[src/shared/edrm_pkg.sv]
package edrm_pkg;
    // Initialization block byte offsets of the two ring pointer words
    localparam logic [23:0] INIT_RX_PTR_OFS = 24'h000010;
    localparam logic [23:0] INIT_TX_PTR_OFS = 24'h000014;
    // Descriptor geometry and word offsets
    localparam int DESC_SHIFT = 3;
    localparam logic [2:0] DESC_ADDR_OFS = 3'h0;
    localparam logic [2:0] DESC_STAT_OFS = 3'h2;
    localparam logic [2:0] DESC_SIZE_OFS = 3'h4;
    localparam logic [2:0] DESC_LEN_OFS = 3'h6;
    // Status word bit positions, size field ones and buffer/packet byte limits
    localparam int OWN_BIT = 15;
    localparam int FAULT_BIT = 14;
    localparam int ALIGN_BIT = 13;
    localparam int OVERRUN_BIT = 12;
    localparam int CRC_BIT = 11;
    localparam int SHORTAGE_BIT = 10;
    localparam int FIRST_BIT = 9;
    localparam int LAST_BIT = 8;
    localparam logic [3:0] SIZE_ONES = 4'hF;
    localparam logic [11:0] MIN_BUF_BYTES = 12'h040;
    localparam logic [11:0] MAX_PKT_BYTES = 12'h5EE;
    // Buffers are placed at a fixed 2 KiB stride from the pool base
    localparam int BUF_SHIFT = 11;
    localparam logic [1:0] FIFO_DEPTH = 2'h2;

    typedef enum logic [2:0] {
        ST_IDLE = 3'b000,
        ST_INIT = 3'b001,
        ST_RXD = 3'b010,
        ST_TXD = 3'b011,
        ST_POLL = 3'b100,
        ST_LEN = 3'b101,
        ST_PUSH = 3'b110,
        ST_RECLAIM = 3'b111
    } edrm_state_e;

    typedef struct packed {
        logic valid;
        logic write;
        logic [23:0] addr;
        logic [15:0] wdata;
    } edrm_mem_req_s;

    typedef struct packed {
        logic [23:0] buf_addr;
        logic [11:0] length;
        logic length_valid;
        logic first;
        logic last;
        logic fault;
        logic align;
        logic overrun;
        logic crc;
        logic shortage;
    } edrm_rx_info_s;
endpackage

[src/design/edrm_host.sv]
// How it works
// Receive ring entries are two to the power of the top-three-bit size code.
// Receive ring base sits in low 24 bits, three low bits forced zero.
// The five bits between size code and base are written as zeros.
// Transmit ring size code uses the same power-of-two encoding.
// Transmit ring base sits in low 24 bits, quadword aligned.
// Receive pointer goes to init bytes 16-19, transmit pointer to 20-23.
// Descriptors are contiguous 8-byte entries; index wraps modulo ring size.
// The device only looks one descriptor ahead of its current one.
// Every buffer is at least 64 bytes long.
// Ownership is only handed over; a handed-over descriptor is left alone.
// Before start, receive descriptors are device-owned, transmit ones host-owned.
// Buffer address: low 16 bits at offset 0, high 8 bits at offset 2.
// Possession bit 15 is the last thing written when handing over.
// Summary fault bit 14 is OR of the four error bits.
// Bit 13 flags a non-byte-length packet with bad CRC.
// Bit 12 flags packet data lost to internal overflow.
// Bit 11 flags an invalid CRC.
// Bit 10 flags running out of descriptors; overflow then also set.
// Bits 9 and 8 mark first and last buffer of a packet.
// Offset 4 holds four ones and the negated buffer size.
// Offset 6 top bits zero; length valid only with last set, fault clear.
// Device advances its index only after clearing possession.
`timescale 1ns/1ps
`default_nettype none
module edrm_host (
    input wire logic clk_i,
    input wire logic rst_n_i,
    input wire logic start_i,
    input wire logic [23:0] init_block_base_i,
    input wire logic [23:0] rx_ring_base_i,
    input wire logic [2:0] rx_ring_size_code_i,
    input wire logic [23:0] tx_ring_base_i,
    input wire logic [2:0] tx_ring_size_code_i,
    input wire logic [23:0] buf_pool_base_i,
    input wire logic [11:0] buf_size_i,
    output logic running_o,
    output var edrm_pkg::edrm_mem_req_s mem_req_o,
    input wire logic mem_ack_i,
    input wire logic [15:0] mem_rdata_i,
    output logic rx_valid_o,
    input wire logic rx_ready_i,
    output var edrm_pkg::edrm_rx_info_s rx_data_o
);
    import edrm_pkg::*;

    typedef struct packed {
        edrm_state_e st;
        logic [1:0] step;
        logic [6:0] idx;
        logic [23:0] init_base;
        logic [23:0] rx_base;
        logic [2:0] rx_code;
        logic [23:0] tx_base;
        logic [2:0] tx_code;
        logic [23:0] pool;
        logic [11:0] size;
        logic [15:0] stat;
        logic [11:0] len;
        edrm_mem_req_s req;
        edrm_rx_info_s [1:0] fifo;
        logic wp;
        logic rp;
        logic [1:0] cnt;
    } edrm_host_s;

    edrm_host_s s, n;
    logic [6:0] rx_mask, tx_mask, mask;
    logic [31:0] rx_ptr, tx_ptr;
    logic [63:0] ptrs;
    logic [23:0] buf_addr, ring_base, desc;
    logic [11:0] neg_size;
    logic wr, last_step, finish, active, push, pop;
    logic [23:0] addr;
    logic [15:0] data;
    edrm_rx_info_s info;

    assign rx_mask = 7'((8'h01 << s.rx_code) - 8'h01);
    assign tx_mask = 7'((8'h01 << s.tx_code) - 8'h01);
    assign mask = (s.st == ST_TXD) ? tx_mask : rx_mask;
    assign rx_ptr = {s.rx_code, 5'h00, s.rx_base[23:3], 3'h0};
    assign tx_ptr = {s.tx_code, 5'h00, s.tx_base[23:3], 3'h0};
    assign ptrs = {tx_ptr, rx_ptr};
    assign ring_base = (s.st == ST_TXD) ? s.tx_base : s.rx_base;
    assign desc = ring_base + (24'(s.idx) << DESC_SHIFT);
    assign buf_addr = s.pool + (24'(s.idx) << BUF_SHIFT);
    assign neg_size = 12'h000 - ((s.size < MIN_BUF_BYTES) ? MIN_BUF_BYTES : s.size);
    assign active = (s.st != ST_IDLE) && (s.st != ST_PUSH);
    assign pop = (s.cnt != 2'h0) && rx_ready_i;
    assign push = (s.st == ST_PUSH) && (s.cnt != FIFO_DEPTH);

    always_comb begin
        info = '0;
        info.buf_addr = buf_addr;
        info.first = s.stat[FIRST_BIT];
        info.last = s.stat[LAST_BIT];
        info.fault = s.stat[FAULT_BIT];
        info.align = s.stat[ALIGN_BIT];
        info.overrun = s.stat[OVERRUN_BIT];
        info.crc = s.stat[CRC_BIT];
        info.shortage = s.stat[SHORTAGE_BIT];
        info.length = s.len;
        info.length_valid = s.stat[LAST_BIT] && !s.stat[FAULT_BIT];
    end

    always_comb begin
        wr = 1'b1;
        addr = desc;
        data = 16'h0000;
        last_step = 1'b1;
        unique case (s.st)
            ST_INIT: begin
                addr = s.init_base + INIT_RX_PTR_OFS + 24'({s.step, 1'b0});
                data = ptrs[{s.step, 4'h0} +: 16];
                last_step = (s.step == 2'h3);
            end
            ST_RXD: begin
                last_step = (s.step == 2'h3);
                unique case (s.step)
                    2'h0: data = buf_addr[15:0];
                    2'h1: begin
                        addr = desc + 24'(DESC_SIZE_OFS);
                        data = {SIZE_ONES, neg_size};
                    end
                    2'h2: addr = desc + 24'(DESC_LEN_OFS);
                    2'h3: begin
                        addr = desc + 24'(DESC_STAT_OFS);
                        data = {1'b1, 7'h00, buf_addr[23:16]};
                    end
                endcase
            end
            ST_TXD: addr = desc + 24'(DESC_STAT_OFS);
            ST_POLL: begin
                wr = 1'b0;
                addr = desc + 24'(DESC_STAT_OFS);
            end
            ST_LEN: begin
                wr = 1'b0;
                addr = desc + 24'(DESC_LEN_OFS);
            end
            ST_RECLAIM: begin
                last_step = s.step[0];
                if (!s.step[0]) begin
                    addr = desc + 24'(DESC_LEN_OFS);
                end else begin
                    addr = desc + 24'(DESC_STAT_OFS);
                    data = {1'b1, 7'h00, buf_addr[23:16]};
                end
            end
            default: begin
                wr = 1'b0;
            end
        endcase
    end

    always_comb begin
        n = s;
        finish = 1'b0;
        if (active) begin
            if (!s.req.valid) begin
                n.req = '{1'b1, wr, addr, data};
            end else if (mem_ack_i) begin
                n.req.valid = 1'b0;
                n.step = s.step + 2'h1;
                finish = last_step;
            end
        end
        if (pop) begin
            n.rp = ~s.rp;
        end
        if (push) begin
            n.fifo[s.wp] = info;
            n.wp = ~s.wp;
        end
        n.cnt = s.cnt + {1'b0, push} - {1'b0, pop};
        if (finish) begin
            n.step = 2'h0;
        end
        unique case (s.st)
            ST_IDLE: begin
                if (start_i) begin
                    n.st = ST_INIT;
                    n.step = 2'h0;
                    n.idx = 7'h00;
                    n.init_base = init_block_base_i;
                    n.rx_base = {rx_ring_base_i[23:3], 3'h0};
                    n.rx_code = rx_ring_size_code_i;
                    n.tx_base = {tx_ring_base_i[23:3], 3'h0};
                    n.tx_code = tx_ring_size_code_i;
                    n.pool = buf_pool_base_i;
                    n.size = buf_size_i;
                end
            end
            ST_INIT: begin
                if (finish) begin
                    n.st = ST_RXD;
                end
            end
            ST_RXD, ST_TXD: begin
                if (finish) begin
                    n.idx = (s.idx + 7'h01) & mask;
                    if (s.idx == mask) begin
                        n.st = (s.st == ST_RXD) ? ST_TXD : ST_POLL;
                    end
                end
            end
            ST_POLL: begin
                if (finish) begin
                    n.stat = mem_rdata_i;
                    n.len = 12'h000;
                    if (!mem_rdata_i[OWN_BIT]) begin
                        n.st = mem_rdata_i[LAST_BIT] ? ST_LEN : ST_PUSH;
                    end
                end
            end
            ST_LEN: begin
                if (finish) begin
                    n.len = mem_rdata_i[11:0];
                    n.st = ST_PUSH;
                end
            end
            ST_PUSH: begin
                if (push) begin
                    n.st = ST_RECLAIM;
                end
            end
            ST_RECLAIM: begin
                if (finish) begin
                    n.idx = (s.idx + 7'h01) & rx_mask;
                    n.st = ST_POLL;
                end
            end
        endcase
    end

    always_ff @(posedge clk_i or negedge rst_n_i) begin
        if (!rst_n_i) begin
            s <= '0;
        end else begin
            s <= n;
        end
    end

    assign mem_req_o = s.req;
    assign rx_valid_o = (s.cnt != 2'h0);
    assign rx_data_o = s.fifo[s.rp];
    assign running_o = s.st[2];

    rsvd_zero_a: assert property (@(posedge clk_i) disable iff (!rst_n_i)
        s.req.valid && s.st == ST_INIT && s.step[0] |-> s.req.wdata[12:8] == 5'h00)
        else $error("reserved ring pointer bits not zero");
    quad_align_a: assert property (@(posedge clk_i) disable iff (!rst_n_i)
        s.req.valid && s.st == ST_INIT && !s.step[0] |-> s.req.wdata[2:0] == 3'h0)
        else $error("ring base not quadword aligned");
    size_field_a: assert property (@(posedge clk_i) disable iff (!rst_n_i)
        s.req.valid && s.st == ST_RXD && s.step == 2'h1 |->
        s.req.wdata[15:12] == SIZE_ONES && (12'h000 - s.req.wdata[11:0]) >= MIN_BUF_BYTES)
        else $error("bad buffer size word");
    own_last_a: assert property (@(posedge clk_i) disable iff (!rst_n_i)
        s.req.valid && s.st == ST_RXD && s.req.addr[2:0] == DESC_STAT_OFS |->
        s.req.wdata[OWN_BIT] && s.step == 2'h3)
        else $error("possession not handed over last");
    tx_host_own_a: assert property (@(posedge clk_i) disable iff (!rst_n_i)
        s.req.valid && s.st == ST_TXD |-> !s.req.wdata[OWN_BIT] && s.req.write)
        else $error("transmit descriptor not host owned");
    no_seize_a: assert property (@(posedge clk_i) disable iff (!rst_n_i)
        s.st == ST_POLL && s.req.valid |-> !s.req.write)
        else $error("write while descriptor device owned");
    idx_wrap_a: assert property (@(posedge clk_i) disable iff (!rst_n_i)
        s.st == ST_RECLAIM && s.step[0] && s.req.valid && mem_ack_i |=>
        s.idx == (($past(s.idx) + 7'h01) & rx_mask) && s.st == ST_POLL)
        else $error("ring index did not wrap");
    advance_late_a: assert property (@(posedge clk_i) disable iff (!rst_n_i)
        running_o && $past(running_o) && s.idx != $past(s.idx) |->
        $past(s.st == ST_RECLAIM && mem_ack_i))
        else $error("index advanced before handover");
    len_valid_a: assert property (@(posedge clk_i) disable iff (!rst_n_i)
        rx_valid_o && rx_data_o.length_valid |-> rx_data_o.last && !rx_data_o.fault)
        else $error("length reported as valid without last");
    stall_hold_a: assert property (@(posedge clk_i) disable iff (!rst_n_i)
        rx_valid_o && !rx_ready_i |=> rx_valid_o && $stable(rx_data_o))
        else $error("output word lost under stall");
    req_hold_a: assert property (@(posedge clk_i) disable iff (!rst_n_i)
        s.req.valid && !mem_ack_i |=> s.req.valid && $stable(s.req))
        else $error("memory request dropped");
    len_clear_a: assert property (@(posedge clk_i) disable iff (!rst_n_i)
        s.req.valid && s.st == ST_RECLAIM && !s.step[0] |->
        s.req.write && s.req.addr[2:0] == DESC_LEN_OFS && s.req.wdata == 16'h0000)
        else $error("length word not cleared on reclaim");
    reclaim_own_a: assert property (@(posedge clk_i) disable iff (!rst_n_i)
        s.req.valid && s.st == ST_RECLAIM && s.step[0] |->
        s.req.write && s.req.addr[2:0] == DESC_STAT_OFS && s.req.wdata[OWN_BIT])
        else $error("possession not returned on reclaim");
    desc_align_a: assert property (@(posedge clk_i) disable iff (!rst_n_i)
        s.req.valid && s.st != ST_INIT |-> s.req.addr[0] == 1'b0 && desc[2:0] == 3'h0)
        else $error("descriptor access not aligned");
    own_release_a: assert property (@(posedge clk_i) disable iff (!rst_n_i)
        s.st == ST_PUSH |-> !s.stat[OWN_BIT])
        else $error("pushed a descriptor still owned by the device");
    fifo_bound_a: assert property (@(posedge clk_i) disable iff (!rst_n_i)
        s.cnt <= FIFO_DEPTH)
        else $error("output buffer count out of range");
endmodule
`default_nettype wire

[config.mk]
export PLATFORM = sky130hd
export DESIGN_NAME = edrm_host
export DESIGN_NICKNAME = d
export VERILOG_FILES = /design/src/shared/edrm_pkg.sv /design/src/design/edrm_host.sv
export SDC_FILE = /design/constraint.sdc
export NUM_CORES = 1
export LEC_CHECK = 0
export BUFFER_PORTS_ARGS = -buffer_cell sky130_fd_sc_hd__clkbuf_2
export CAP_MARGIN = 25
export CORE_ASPECT_RATIO = 0.75
export CORE_MARGIN = 2
export CORE_UTILIZATION = 30
export DETAILED_ROUTE_END_ITERATION = 7
export SLEW_MARGIN = 20
export SYNTH_ARGS = -nofsm -noshare
export SYNTH_HDL_FRONTEND = slang
export SYNTH_SLANG_ARGS = --single-unit
[constraint.sdc]
create_clock -name clk_i -period 3.65 [get_ports clk_i]
set_input_delay 0.73 -clock clk_i [delete_from_list [all_inputs] [get_ports clk_i]]
set_output_delay 0.73 -clock clk_i [all_outputs]
set_load 0.03 [all_outputs]
==> results.md <==
- The run finished with clean final reports.
- VDD sags by at most 0.3227 mV.
- The post-route netlist has between 30% and 40% of its cells at a drive strength greater than 1.
- Timing would allow up to about 310 MHz.
- For this run, design rule violations remaining after detail routing come to 0.
- The number of gates resized after CTS is 0.
- The first element of the critical path is s[286].
- The setup slack on the worst flop-to-flop path is 0.46 ns.
- The clock transition at the registers of the reported paths is 0.06 ns.
- The number of antenna violations at the first check in global routing is 10.
- Summing the sequential cell areas from Yosys gives between 40% and 50% of the chip area.
- The power per cell area is ~880 nW/um2.
- Summing over every cut layer, the via total after detailed routing is 11120.
- The number of levels in the clock H-tree is 2.
- Dividing the final minimum period by the clock period gives 87.44%.
- Headroom to the max-slew limit came out at 39.25%.
- The growth of design area from synthesis to finish is 18.99%.
- Setup repair after global routing left no endpoint under its margin.
- STA classifies the critical path startpoint as a register.
- The effective utilization at floorplan is 30.29%.
- The congestion estimate from routability-driven global placement came to 0.8811.
- For the worst-skew pair, the clock arrives at the later sink with an insertion delay of 0.53 ns.
- The number of flip-flops and latches in the synthesized netlist is 273.
- Setup violations remaining at the end of the flow were counted as 0.
- The cell at the root of the clock tree is sky130_fd_sc_hd__clkbuf_16.
- The wire length of the first global-routing pass is 64780 um.
- Entering global routing, the biggest net connects around 100 pins.
- In this run the static leakage power is roughly 8 nW.
- The global route total overflow is 0.
- The setup fix buffers added after clock tree synthesis is 0.
- The number of hold buffers added after CTS was 0.
- By area the synthesized netlist is led by sky130_fd_sc_hd__dfrtp_1 48%, sky130_fd_sc_hd__mux2_2 12%, sky130_fd_sc_hd__nand2_1 9.8%.
- The floorplan step defined a die boundary enclosing 49460 um2.
- The count of pins over their slew limit was 0.
- By instance count, the leading cell after synthesis is sky130_fd_sc_hd__nand2_1.
- The type of the setup path with the least slack is register to register.
- The number of different library cells in the post-synthesis netlist is between 70 and 80.
- The synthesized design contains 0 enable-type register cells.
- Counting cells, the worst reg-to-reg path comes to 12.
- The die is between 200 and 300 um wide.
- The number of top-level pins is 223.
- The biggest fanout along the worst timing path is 11.
- sky130_fd_sc_hd__dfrtp_1 takes more of the synthesized area than any other cell.
- The mapped cell area is ~14000 um2.
- The first routing iteration left 854 violations.
- Buffers placed on the I/O ports in this run total 216.
- The minimum hold slack is approximately 0.12 ns.
- The endpoint arrival time on the critical path is between 3 and 4 ns.
- The net count after synthesis is 1589.
- The worst register-to-register path begins at s[286].
- The required time of the worst setup path is 4.07 ns.
- In the synthesized netlist the async set-or-reset flop fraction comes to 100.0%.
- The overall power consumption is 14.90 mW.
- The detailed-placement wirelength estimate is 31930 um.
- In this run the worst setup path terminates at mem_req_o[35].
- The die extent in y is ~190 um.
- The worst flop-to-flop path endpoint is mem_req_o[35].
- For this run, the number of Yosys warnings is 0.
- The actual transition at the worst max-transition pin is ~0.9 ns.
- The post-route worst setup slack is 0.4586 ns.
- The worst slack at placement is 0.5092 ns.
- By count the netlist is led by 374 x sky130_fd_sc_hd__nand2_1, 273 x sky130_fd_sc_hd__dfrtp_1, 156 x sky130_fd_sc_hd__mux2_2, 69 x sky130_fd_sc_hd__o21ai_0.
- The routed length per placed instance is 19.38 um.
- The number of iterations in the first detailed-routing pass is 6.
- Subtracting the final worst setup slack from the clock period gives ~3.2 ns.
- After the last flow step, the layout net total stands at 1752.
- The synthesized area per cell is 10.04 um2.
- The most common flop cell mapped by yosys is sky130_fd_sc_hd__dfrtp_1.
- The floorplan has 69 rows.
- In this run the standard cell core region covers around 47000 um2.
- The fraction of post-synthesis cell area in the top cell type by area is 47.76%.
- The clock passes through at most 3 buffers.
- The type of the worst min-delay path is primary input to async pin.
- The sum of negative setup slack is 0 ns.
- Counting every instance in the synthesized netlist gives 1425.
- The number of global-route vias before repair is 10690.
- The final layout contains routed wiring with a total length of 43750 um.
- The reported max-cap violation count is 0.
- The worst setup path is captured at a register.
- The detail route stage leaves a number of antenna-violating nets equal to 0.
- The CTS sink count is 273.
- The number of hold violations in the final report came to 0.
- After detailed routing, the number of vias per cell comes to 4.922.
- The CTS tree is built.
- Global routing used 17.14% of the available tracks across all layers.
- Across the routed clock network, the largest skew measured is 0.02023 ns.
- TritonCTS created 34 clock buffers.
[worst min-delay path by stage]
| stage | from | end |
|---|---|---|
| after floorplan | rst_n_i | info[0] |
| after global placement | s[56] | s[56] |
| after detailed placement | s[67] | s[67] |
| after CTS | rst_n_i | info[4] |
| after global routing | rst_n_i | s[8] |
| final | rst_n_i | s[8] |
[worst max-delay path: stages (launching register included)]
cell and delay, ns:
sky130_fd_sc_hd__dfrtp_1 0.44, sky130_fd_sc_hd__and3b_1 0.51, sky130_fd_sc_hd__nand2_1 0.12, sky130_fd_sc_hd__nand2_1 0.10, sky130_fd_sc_hd__ha_1 0.19, sky130_fd_sc_hd__fa_1 0.23, sky130_fd_sc_hd__a21oi_1 0.11, sky130_fd_sc_hd__o211ai_1 0.31
sky130_fd_sc_hd__nand3b_4 0.14, sky130_fd_sc_hd__nor4_4 0.33, sky130_fd_sc_hd__nand2_1 0.11, sky130_fd_sc_hd__xor2_1 0.15, sky130_fd_sc_hd__a221o_1 0.34
[area by class of cell]
type,instances,area [um2]
Inverter,14,52.55
Multi-Input combinational cell,1025,6810
Fill cell,4742,30200
Sequential cell,273,6833
Antenna cell,6,15.01
Timing Repair Buffer,240,1334
Tap cell,639,799.5
Clock inverter,16,182.7
Clock buffer,45,993.5
[layer usage]
| layer | vias to the layer above | wire length, um | part of all wire (%) | global-route usage, % |
|---|---|---|---|---|
| met5 | - | 54 | 0.12 | 0 |
| met4 | 8 | 1257 | 2.9 | 5.825 |
| met3 | 69 | 3332 | 7.6 | 4.784 |
| met2 | 370 | 19100 | 44 | 25.47 |
| met1 | 5447 | 20010 | 46 | 23.97 |
| li1 | 5221 | - | - | - |
[report_power, final]
part	switching [mW]	leakage (nW)	internal, mW
clock	1.35	0.583	2.14
sequential	1.06	3.49	3.97
combinational	3.81	3.98	2.57
total	6.22	8.06	8.68
[per-stage QoR]
step / cells / area [um2] / util [%]
6_report: 2258 / 17020 / 36.04
3_5_place_dp: 2191 / 15830 / 33.52
5_1_grt: 2253 / 17010 / 36.01
4_1_cts: 2252 / 17010 / 36.01
3_3_place_gp: 2191 / 15830 / 33.52
2_1_floorplan: 1425 / 14300 / -
[logic make-up after synthesis]
logic type               count (synthesis)  share of synthesized area, %
AND/OR/NAND/NOR                        540                         16.38
multiplexers                           191                         15.55
buffers and inverters                  127                         4.715
AO/OA/AOI/OAI                          199                         8.861
flip-flops                             273                         47.76
adder cells (fa/ha/maj)                 29                         2.694
XOR/XNOR                                66                         4.041
[flip-flops by register name, summed over array words and instances, names as in the netlist]
signal / cells
s: 163
ptrs: 48
mem_req_o: 42
info: 19
running_o: 1
[cell usage in the layout (no fill, tap or decap), types with 8 or more instances in the layout]
cell type	n
sky130_fd_sc_hd__a21oi_1	42
sky130_fd_sc_hd__o21ai_1	9
sky130_fd_sc_hd__mux2_2	156
sky130_fd_sc_hd__o221ai_1	9
sky130_fd_sc_hd__nor2b_1	8
sky130_fd_sc_hd__mux2i_1	22
sky130_fd_sc_hd__clkbuf_2	215
sky130_fd_sc_hd__nor2_1	51
sky130_fd_sc_hd__nand3_1	18
sky130_fd_sc_hd__o21ai_0	69
sky130_fd_sc_hd__nand4_1	11
sky130_fd_sc_hd__xnor2_1	36
sky130_fd_sc_hd__clkinv_2	9
sky130_fd_sc_hd__and3_1	9
sky130_fd_sc_hd__mux4_2	8
sky130_fd_sc_hd__clkbuf_8	8
sky130_fd_sc_hd__inv_1	14
sky130_fd_sc_hd__ha_1	26
sky130_fd_sc_hd__nor3_1	24
sky130_fd_sc_hd__dfrtp_1	272
sky130_fd_sc_hd__nand2_1	373
sky130_fd_sc_hd__buf_4	19
sky130_fd_sc_hd__clkbuf_16	35
sky130_fd_sc_hd__a22oi_1	11
sky130_fd_sc_hd__xor2_1	30
(Power assumes the default switching activity.)
